<file path="src/rtl/nvc_cfg.svh">
// Offsets, field positions, reset values and timing counts of the program-memory controller
`ifndef NVC_CFG_SVH
`define NVC_CFG_SVH
`define NVC_OFS_CTL 2'h0
`define NVC_OFS_ADDRL 2'h1
`define NVC_OFS_ADDRH 2'h2
`define NVC_OFS_WDATA 2'h3
`define NVC_HOFS_STATUS 3'h4
`define NVC_HOFS_FLAGS 3'h5
`define NVC_BIT_ERASE 0
`define NVC_BIT_WRITE 1
`define NVC_BIT_STOP 2
`define NVC_BIT_SWBUSY 6
`define NVC_BIT_BUSY 7
`define NVC_BIT_FULL 0
`define NVC_BIT_VIOL 1
`define NVC_PAGES 64
`define NVC_PAGE_BYTES 2048
`define NVC_WORD_ADDR_W 15
`define NVC_BYTE_ADDR_W 17
`define NVC_ERASED_WORD 32'hFFFFFFFF
`define NVC_CLK_MHZ 250
`define NVC_PAGE_ERASE_MS 20
`define NVC_CHIP_ERASE_MS 200
`define NVC_WORD_PROG_US 20
`define NVC_PAGE_ERASE_CYC (`NVC_PAGE_ERASE_MS * 1000 * `NVC_CLK_MHZ)
`define NVC_CHIP_ERASE_CYC (`NVC_CHIP_ERASE_MS * 1000 * `NVC_CLK_MHZ)
`define NVC_WORD_PROG_CYC (`NVC_WORD_PROG_US * `NVC_CLK_MHZ)
`endif

</file>
<file path="src/rtl/nvc_pkg.sv">
// Types used by the device end of the program-memory controller
package nvc_pkg;
	typedef enum logic [4:0] {
		ST_IDLE = 5'h01,
		ST_ERASE = 5'h02,
		ST_CHIP = 5'h04,
		ST_WAITB = 5'h08,
		ST_PROG = 5'h10
	} nvc_state_t;
endpackage

</file>
<file path="src/rtl/nvc_if.sv">
// Register, trigger and fetch link between the controller and its CPU/DMA side
`timescale 1ns/1ps
interface nvc_if;
	logic [1:0] regAddr;
	logic [7:0] regWdata;
	logic regWr;
	logic regRd;
	logic [7:0] regRdata;
	logic dmaTrig;
	logic fetchRd;
	logic [16:0] fetchAddr;
	logic [7:0] fetchData;
	logic fetchValid;
	logic fetchDenied;
	modport dev (
		input regAddr, regWdata, regWr, regRd, fetchRd, fetchAddr,
		output regRdata, dmaTrig, fetchData, fetchValid, fetchDenied
	);
	modport host (
		output regAddr, regWdata, regWr, regRd, fetchRd, fetchAddr,
		input regRdata, dmaTrig, fetchData, fetchValid, fetchDenied
	);
endinterface

</file>
<file path="src/rtl/nvc_device.sv">
// Program-memory controller: word programming, page and chip erase, fetch guard
//
// The implementer's own choices: the address-and-strobe port and the address map.
`timescale 1ns/1ps
`include "nvc_cfg.svh"
module nvc_device #(
	parameter int unsigned PAGE_ERASE_CYC = `NVC_PAGE_ERASE_CYC,
	parameter int unsigned CHIP_ERASE_CYC = `NVC_CHIP_ERASE_CYC,
	parameter int unsigned WORD_PROG_CYC = `NVC_WORD_PROG_CYC
) (
	// Clock and reset
	input wire logic mclk,
	input wire logic rstn,
	// Link to CPU and DMA side
	nvc_if.dev bus,
	// Debug chip erase and clock mode
	input wire logic chipEraseReq,
	input wire logic lowFreqClk,
	// Array macro
	output logic [`NVC_WORD_ADDR_W-1:0] arrWordAddr_r,
	output logic [31:0] arrData_r,
	output logic arrProg_r,
	output logic arrErasePage_r,
	output logic arrEraseAll_r,
	output logic [5:0] arrPage_r,
	output logic arrRdEn_r,
	output logic [`NVC_BYTE_ADDR_W-1:0] arrRdAddr_r,
	output logic arrPowerDown_r,
	input wire logic [7:0] arrRdata
);
	if (PAGE_ERASE_CYC < 1 || CHIP_ERASE_CYC < 1 || WORD_PROG_CYC < 1)
		$error("nvc_device: operation counts must be at least one cycle");
	if (`NVC_PAGES * `NVC_PAGE_BYTES != (1 << `NVC_BYTE_ADDR_W))
		$error("nvc_device: array geometry mismatch");

	function automatic logic [31:0] setLane(input logic [31:0] w, input logic [1:0] lane,
		input logic [7:0] b);
		logic [31:0] r;
		r = w;
		r[{lane, 3'h0} +: 8] = b;
		return r;
	endfunction

	nvc_pkg::nvc_state_t state_r, state_nxt;
	logic [31:0] cnt_r, cnt_nxt;
	logic [6:0] addrH_r;
	logic [7:0] addrL_r;
	logic [`NVC_WORD_ADDR_W-1:0] wordAddr_r, wordAddr_nxt;
	logic [31:0] word_r, word_nxt;
	logic [1:0] byteCnt_r, byteCnt_nxt;
	logic pendProg_r, pendProg_nxt;
	logic trig_r, trig_nxt;
	logic prog_nxt, erasePage_nxt, eraseAll_nxt;
	logic [7:0] rdata_r;
	logic [7:0] fetchData_r;
	logic fetchValid_r, fetchDenied_r, rdPend_r;

	wire wrCtl = bus.regWr && bus.regAddr == `NVC_OFS_CTL;
	wire wrAddrL = bus.regWr && bus.regAddr == `NVC_OFS_ADDRL;
	wire wrAddrH = bus.regWr && bus.regAddr == `NVC_OFS_ADDRH;
	wire wrData = bus.regWr && bus.regAddr == `NVC_OFS_WDATA;
	wire isIdle = state_r == nvc_pkg::ST_IDLE;
	wire isWaitB = state_r == nvc_pkg::ST_WAITB;
	wire swBusy = state_r == nvc_pkg::ST_PROG;
	wire busy = !isIdle;
	wire cntDone = cnt_r == 32'h0;
	wire reqErase = wrCtl && bus.regWdata[`NVC_BIT_ERASE];
	wire reqWrite = wrCtl && bus.regWdata[`NVC_BIT_WRITE];
	wire reqStop = wrCtl && !bus.regWdata[`NVC_BIT_WRITE];
	wire [`NVC_WORD_ADDR_W-1:0] startAddr = {addrH_r, addrL_r};
	wire [7:0] ctlView = {busy, swBusy, 4'h0,
		isWaitB || swBusy || pendProg_r,
		state_r == nvc_pkg::ST_ERASE || state_r == nvc_pkg::ST_CHIP};
	wire [7:0] rdMux = bus.regAddr == `NVC_OFS_CTL ? ctlView :
		bus.regAddr == `NVC_OFS_ADDRL ? addrL_r :
		bus.regAddr == `NVC_OFS_ADDRH ? {1'b0, addrH_r} : 8'h00;
	wire fetchOk = bus.fetchRd && !busy;
	wire fetchBad = bus.fetchRd && busy;

	always_comb
	begin
		state_nxt = state_r;
		cnt_nxt = cntDone ? cnt_r : cnt_r - 32'h1;
		wordAddr_nxt = wordAddr_r;
		word_nxt = word_r;
		byteCnt_nxt = byteCnt_r;
		pendProg_nxt = pendProg_r;
		trig_nxt = 1'b0;
		prog_nxt = 1'b0;
		erasePage_nxt = 1'b0;
		eraseAll_nxt = 1'b0;
		unique case (state_r)
			nvc_pkg::ST_IDLE:
			begin
				if (chipEraseReq)
				begin
					state_nxt = nvc_pkg::ST_CHIP;
					cnt_nxt = CHIP_ERASE_CYC - 1;
					eraseAll_nxt = 1'b1;
				end
				else if (reqErase)
				begin
					state_nxt = nvc_pkg::ST_ERASE;
					cnt_nxt = PAGE_ERASE_CYC - 1;
					erasePage_nxt = 1'b1;
					pendProg_nxt = reqWrite;
				end
				else if (reqWrite)
				begin
					state_nxt = nvc_pkg::ST_WAITB;
					wordAddr_nxt = startAddr;
					byteCnt_nxt = 2'h0;
					trig_nxt = 1'b1;
				end
			end
			nvc_pkg::ST_ERASE, nvc_pkg::ST_CHIP:
			begin
				if (cntDone)
				begin
					pendProg_nxt = 1'b0;
					if (pendProg_r)
					begin
						state_nxt = nvc_pkg::ST_WAITB;
						wordAddr_nxt = startAddr;
						byteCnt_nxt = 2'h0;
						trig_nxt = 1'b1;
					end
					else
						state_nxt = nvc_pkg::ST_IDLE;
				end
			end
			nvc_pkg::ST_WAITB:
			begin
				if (wrData)
				begin
					word_nxt = setLane(word_r, byteCnt_r, bus.regWdata);
					byteCnt_nxt = byteCnt_r + 2'h1;
					if (byteCnt_r == 2'h3)
					begin
						state_nxt = nvc_pkg::ST_PROG;
						cnt_nxt = WORD_PROG_CYC - 1;
						prog_nxt = 1'b1;
					end
					else
						trig_nxt = 1'b1;
				end
				else if (reqStop)
					state_nxt = nvc_pkg::ST_IDLE;
			end
			nvc_pkg::ST_PROG:
			begin
				if (cntDone)
				begin
					state_nxt = nvc_pkg::ST_WAITB;
					wordAddr_nxt = wordAddr_r + 15'h1;
					trig_nxt = 1'b1;
				end
			end
			default:
				state_nxt = nvc_pkg::ST_IDLE;
		endcase
	end

	always_ff @(posedge mclk)
	begin
		if (!rstn)
		begin
			state_r <= nvc_pkg::ST_IDLE;
			cnt_r <= 32'h0;
			addrH_r <= 7'h00;
			addrL_r <= 8'h00;
			wordAddr_r <= 15'h0000;
			word_r <= 32'h0;
			byteCnt_r <= 2'h0;
			pendProg_r <= 1'b0;
			trig_r <= 1'b0;
			rdata_r <= 8'h00;
		end
		else
		begin
			state_r <= state_nxt;
			cnt_r <= cnt_nxt;
			wordAddr_r <= wordAddr_nxt;
			word_r <= word_nxt;
			byteCnt_r <= byteCnt_nxt;
			pendProg_r <= pendProg_nxt;
			trig_r <= trig_nxt;
			rdata_r <= bus.regRd ? rdMux : 8'h00;
			if (wrAddrL && isIdle)
				addrL_r <= bus.regWdata;
			if (wrAddrH && isIdle)
				addrH_r <= bus.regWdata[6:0];
		end
	end

	// Array command outputs
	always_ff @(posedge mclk)
	begin
		if (!rstn)
		begin
			arrWordAddr_r <= 15'h0000;
			arrData_r <= `NVC_ERASED_WORD;
			arrProg_r <= 1'b0;
			arrErasePage_r <= 1'b0;
			arrEraseAll_r <= 1'b0;
			arrPage_r <= 6'h00;
		end
		else
		begin
			arrProg_r <= prog_nxt;
			arrErasePage_r <= erasePage_nxt;
			arrEraseAll_r <= eraseAll_nxt;
			if (prog_nxt)
			begin
				arrWordAddr_r <= wordAddr_r;
				arrData_r <= word_nxt;
			end
			else if (erasePage_nxt || eraseAll_nxt)
				arrData_r <= `NVC_ERASED_WORD;
			if (erasePage_nxt)
				arrPage_r <= addrH_r[6:1];
		end
	end

	// CPU byte reads of the array
	always_ff @(posedge mclk)
	begin
		if (!rstn)
		begin
			arrRdEn_r <= 1'b0;
			arrRdAddr_r <= 17'h00000;
			arrPowerDown_r <= 1'b0;
			rdPend_r <= 1'b0;
			fetchData_r <= 8'h00;
			fetchValid_r <= 1'b0;
			fetchDenied_r <= 1'b0;
		end
		else
		begin
			arrRdEn_r <= fetchOk;
			if (fetchOk)
				arrRdAddr_r <= bus.fetchAddr;
			rdPend_r <= fetchOk;
			fetchValid_r <= rdPend_r;
			if (rdPend_r)
				fetchData_r <= arrRdata;
			fetchDenied_r <= fetchBad;
			arrPowerDown_r <= lowFreqClk && !fetchOk && !rdPend_r;
		end
	end

	assign bus.regRdata = rdata_r;
	assign bus.dmaTrig = trig_r;
	assign bus.fetchData = fetchData_r;
	assign bus.fetchValid = fetchValid_r;
	assign bus.fetchDenied = fetchDenied_r;
endmodule // nvc_device

</file>
<file path="src/flat_wrapper.sv">
// flat-port wrapper written by rule: the top's interface ports become plain ports
module nvc_device_flat 
#(
	parameter int unsigned PAGE_ERASE_CYC = `NVC_PAGE_ERASE_CYC,
	parameter int unsigned CHIP_ERASE_CYC = `NVC_CHIP_ERASE_CYC,
	parameter int unsigned WORD_PROG_CYC = `NVC_WORD_PROG_CYC
)
  (mclk, rstn, chipEraseReq, lowFreqClk, arrWordAddr_r, arrData_r, arrProg_r, arrErasePage_r, arrEraseAll_r, arrPage_r, arrRdEn_r, arrRdAddr_r, arrPowerDown_r, arrRdata, bus_regAddr, bus_regWdata, bus_regWr, bus_regRd, bus_fetchRd, bus_fetchAddr, bus_regRdata, bus_dmaTrig, bus_fetchData, bus_fetchValid, bus_fetchDenied);
  nvc_if bus_i ();
  input wire logic mclk;
  input wire logic rstn;
  input wire logic chipEraseReq;
  input wire logic lowFreqClk;
  output logic [`NVC_WORD_ADDR_W-1:0] arrWordAddr_r;
  output logic [31:0] arrData_r;
  output logic arrProg_r;
  output logic arrErasePage_r;
  output logic arrEraseAll_r;
  output logic [5:0] arrPage_r;
  output logic arrRdEn_r;
  output logic [`NVC_BYTE_ADDR_W-1:0] arrRdAddr_r;
  output logic arrPowerDown_r;
  input wire logic [7:0] arrRdata;
  input wire logic [$bits(bus_i.regAddr)-1:0] bus_regAddr;
  input wire logic [$bits(bus_i.regWdata)-1:0] bus_regWdata;
  input wire logic [$bits(bus_i.regWr)-1:0] bus_regWr;
  input wire logic [$bits(bus_i.regRd)-1:0] bus_regRd;
  input wire logic [$bits(bus_i.fetchRd)-1:0] bus_fetchRd;
  input wire logic [$bits(bus_i.fetchAddr)-1:0] bus_fetchAddr;
  output wire logic [$bits(bus_i.regRdata)-1:0] bus_regRdata;
  output wire logic [$bits(bus_i.dmaTrig)-1:0] bus_dmaTrig;
  output wire logic [$bits(bus_i.fetchData)-1:0] bus_fetchData;
  output wire logic [$bits(bus_i.fetchValid)-1:0] bus_fetchValid;
  output wire logic [$bits(bus_i.fetchDenied)-1:0] bus_fetchDenied;
  assign bus_i.regAddr = bus_regAddr;
  assign bus_i.regWdata = bus_regWdata;
  assign bus_i.regWr = bus_regWr;
  assign bus_i.regRd = bus_regRd;
  assign bus_i.fetchRd = bus_fetchRd;
  assign bus_i.fetchAddr = bus_fetchAddr;
  assign bus_regRdata = bus_i.regRdata;
  assign bus_dmaTrig = bus_i.dmaTrig;
  assign bus_fetchData = bus_i.fetchData;
  assign bus_fetchValid = bus_i.fetchValid;
  assign bus_fetchDenied = bus_i.fetchDenied;
  nvc_device #(.PAGE_ERASE_CYC(PAGE_ERASE_CYC), .CHIP_ERASE_CYC(CHIP_ERASE_CYC), .WORD_PROG_CYC(WORD_PROG_CYC)) u_core (.mclk(mclk), .rstn(rstn), .bus(bus_i), .chipEraseReq(chipEraseReq), .lowFreqClk(lowFreqClk), .arrWordAddr_r(arrWordAddr_r), .arrData_r(arrData_r), .arrProg_r(arrProg_r), .arrErasePage_r(arrErasePage_r), .arrEraseAll_r(arrEraseAll_r), .arrPage_r(arrPage_r), .arrRdEn_r(arrRdEn_r), .arrRdAddr_r(arrRdAddr_r), .arrPowerDown_r(arrPowerDown_r), .arrRdata(arrRdata));
endmodule
</file>
<file path="config.mk">
export PLATFORM = sky130hd
export DESIGN_NAME = nvc_device_flat
export DESIGN_NICKNAME = d
export VERILOG_FILES = /design/src/rtl/nvc_pkg.sv /design/src/rtl/nvc_if.sv /design/src/rtl/nvc_device.sv /design/src/flat_wrapper.sv
export VERILOG_INCLUDE_DIRS = /design/src /design/src/rtl
export SDC_FILE = /design/constraint.sdc
export NUM_CORES = 1
export LEC_CHECK = 0
export BUFFER_PORTS_ARGS = -buffer_cell sky130_fd_sc_hd__buf_2
export CAP_MARGIN = 20
export CORE_UTILIZATION = 55
export DETAILED_ROUTE_END_ITERATION = 8
export PLACE_DENSITY = 0.88
export SYNTH_ARGS = -nofsm -noshare
export SYNTH_HDL_FRONTEND = slang
export SYNTH_SLANG_ARGS = --single-unit
</file>
<file path="constraint.sdc">
create_clock -name mclk -period 5.1 [get_ports mclk]
set_input_delay 0.255 -clock mclk [delete_from_list [all_inputs] [get_ports mclk]]
set_output_delay 0.255 -clock mclk [all_outputs]
set_load 0.01 [all_outputs]
</file>
==> results.toml <==
[clock_tree]
cts-root-buf = "clkbuf_16"
clock_path_buffers = 2
cts_tree = "done"
clk_pin_slew_ns = 0.07
numCtsBuffers = 17
post_cts_buffers = 0
h-tree-depth = 4
clock_latency_ns = 0.43
ctsHoldBuffers = 0
clkSinkCount = 196
cts_resized = 0

[power]
p_leak_nw = 3.77
ir_drop_uv = 268
powerDensity_mw_per_mm2 = 434

[timing]
fin_skew_ns = 0.00722
worst_pin_slew_ns = 1.08
period_share_pct = 65.4
fin_crit_ns = 3.33
final-setup-viol-count = 0
whs_ns = 0.0533
setup_tns_ns = 0
setup_ws_ns = 1.77
drv_slew = 0
hold_violations = 0
rsz0062_at_grt = "no"
fmax_mhz = 300
slew_headroom_pct = 27.9

[finish]
drive_gt1_share_pct = 17.6
fillerInstances = 1154
final-seq-area_mm2 = 0.00392
nets = 1086
syn_to_final_growth_pct = 16.4
multi_input_area_mm2 = 0.00376

[placement]
routabilityCongestion = 0.896
portBuffers = 135
hpwl_um = 12900
pre_cts_slack_ns = 1.90

[worst_setup_path]
r2r_slack_ns = 1.77
worstSetupStartpointType = "flop"
cp_top_family = "simple AND/OR/NAND/NOR gates"
worst-path-max-fanout = 41
path_cells = "or3_1 -> nor4b_2 -> nand2_1 -> nand3_1 -> buf_4 -> a2bb2oi_1"
cp_num_buf_inv = 1
crit_path_end_kind = "flop"
required_ns = 5.46
crit_type = "flop to flop"
critPathSlowestCell = "nand2_1"
worstPathArrival_ns = 3.69
critPathMaxStageDelay_ns = 0.81

[synthesis]
synthArstFlopShare_pct = 0
synth_seq_cells = 196
synth_xor_area_share_pct = 2.64
synthAdderAreaFrac_pct = 1.26
ys_seq_area_share_pct = 49.4
synth_edf_count = 0
synth-main-ff-cell = "dfxtp_1"
syn_inst = 928
yosys.area.top_type = "dfxtp_1"
synth.top_cell.area_share_pct = 49.4
synth_compound_area_share_pct = 17.7
yosys_warnings = 0
synth_area_leaders = "dfxtp_1 (49%), a21oi_1 (6.8%), nand2_1 (6.7%)"
synth-simple-area-share_pct = 22.5
syn_nets = 978
synth_mux_area_share_pct = 3.15
synth_top_family_by_area = "simple AND/OR/NAND/NOR gates"
ys_types = 65
synth_area_per_cell_um2 = 8.57
netlist_area_mm2 = 0.00795

[drt]
drcViolationCount = 0
drt-vias-per-instance = 5.74
post_drt_wl_per_cell_um = 15.8
vias = 7045
wl_um = 19400
postRouteAntennaNets = 0
drtIter0Drc = 619
drt-pass1-iter-count = 6

[global_route]
grt_max_degree = 84
grt_pass1_wl_um = 31300
grt_pass1_vias = 6469
antenna_found_initial = 1
grt_usage_pct = 26.6
overflow = 0

[run]
maxCapViolCount = 0

[die]
die_w_um = 122
rows = 43
start_util_pct = 56.8
fp.dieH_um = 122
die-area_mm2 = 0.0149
io_pins = 136
core_mm2 = 0.0140

[run_status]
status = "complete, no violations"

[hold_path]
hold_path_class = "primary input to flop"
worst paths after layout:
check                           cells after the start                               start                            endpoint
worst max register to register                      6      u_core.state_r[4]$_SDFFE_PN0P_    u_core.arrData_r[9]$_SDFFE_PN1P_
worst max-delay path                                6      u_core.state_r[4]$_SDFFE_PN0P_    u_core.arrData_r[9]$_SDFFE_PN1P_
worst min-delay path                                3                    bus_fetchAddr[5]  u_core.arrRdAddr_r[5]$_SDFFE_PN0P_
worst min register to register                      2  u_core.arrRdAddr_r[8]$_SDFFE_PN0P_  u_core.arrRdAddr_r[8]$_SDFFE_PN0P_
cells in the mapped netlist (3+ instances only):
| library cell | instances |
|---|---|
| nor4_1 | 5 |
| nor2b_1 | 3 |
| nand2b_1 | 7 |
| nor2_1 | 131 |
| a2bb2oi_1 | 36 |
| o31ai_1 | 5 |
| nor3_1 | 24 |
| nand4_1 | 4 |
| xor2_1 | 11 |
| o21ai_1 | 4 |
| and3_1 | 16 |
| nand2_1 | 141 |
| clkbuf_1 | 40 |
| or4_1 | 8 |
| buf_6 | 3 |
| or3_1 | 11 |
| dfxtp_1 | 196 |
| a31oi_1 | 7 |
| and2_1 | 3 |
| nand3b_1 | 3 |
| xnor2_1 | 13 |
| a211oi_1 | 3 |
| buf_2 | 3 |
| mux2i_1 | 25 |
| a21oi_1 | 108 |
| a22oi_1 | 5 |
| o221a_2 | 3 |
| nand3_1 | 19 |
| inv_1 | 11 |
| ha_1 | 8 |
| nor3b_1 | 4 |
| o21ai_0 | 22 |
| buf_1 | 5 |
registers in the layout (all words and copies together), names as in the netlist, 6 cells and up:
signal                count
u_core.arrRdAddr_r       17
u_core.cnt_r             32
u_core.arrWordAddr_r     15
u_core.addrH_r            7
u_core.word_r            32
u_core.arrData_r         32
u_core.addrL_r            8
u_core.wordAddr_r        15
u_core.bus.regRdata       8
u_core.arrPage_r          6
u_core.bus.fetchData      8
cell usage in the layout, fill, tap and decap left out, types with 8 or more instances in the layout:
cell type	count
or4_1	8
mux2i_1	25
nand2_1	141
and3_1	16
xnor2_1	13
or3_1	11
buf_2	135
nor3_1	24
clkbuf_16	17
a21oi_1	108
a2bb2oi_1	36
nand3_1	19
ha_1	8
o21ai_0	22
inv_1	11
xor2_1	11
nor2_1	130
dfxtp_1	196
cells by family after synthesis:
| family | count (synthesis) |
|---|---|
| AOI/OAI and AO/OA | 219 |
| xor gates and xnor gates | 24 |
| adders and majority gates | 8 |
| buffers and inverters | 64 |
| DFF | 196 |
| muxes | 25 |
| and+or+nand+nor | 392 |
cell type report:
type,instances,share of cell area [%]
Sequential cell,196,42.4
Multi-Input combinational cell,668,40.6
Timing Repair Buffer,141,7.79
Clock buffer,22,5.13
Tap cell,180,2.43
Clock inverter,8,1.10
Inverter,12,0.500
Antenna cell,1,0.0270
layer usage:
metal	global-route usage [%]	vias to the layer above	wire length (µm)
met1	34.5	3323	8230
met5	0	-	13
met4	9.53	2	373
li1	-	3464	-
met2	43.1	225	9390
met3	6.41	31	1400
power by group:
part	leakage (nW)	internal [W]	switching (W)
combinational	1.89	0.000370	0.000521
sequential	1.59	0.00168	0.000139
clock	0.286	0.000757	0.000551
total	3.77	0.00281	0.00121
per-stage QoR:
stage	util (%)	area, µm²	power (W)	cells
after floorplan	-	7950	0.00249	928
after global placement	62.0	8670	0.00269	1197
after detailed placement	62.0	8670	0.00272	1197
after CTS	66.1	9250	0.00402	1227
after global routing	66.1	9250	0.00422	1227
final	66.1	9250	0.00402	1228
tightest hold or removal path: cells and delay by family:
family / cells / cell delay, ns
buffers and inverters: 1 / 0.09
and+or+nand+nor: 1 / 0.04
AOI/OAI and AO/OA: 1 / 0.05
Note: power is estimated with default switching activity, not from simulation.
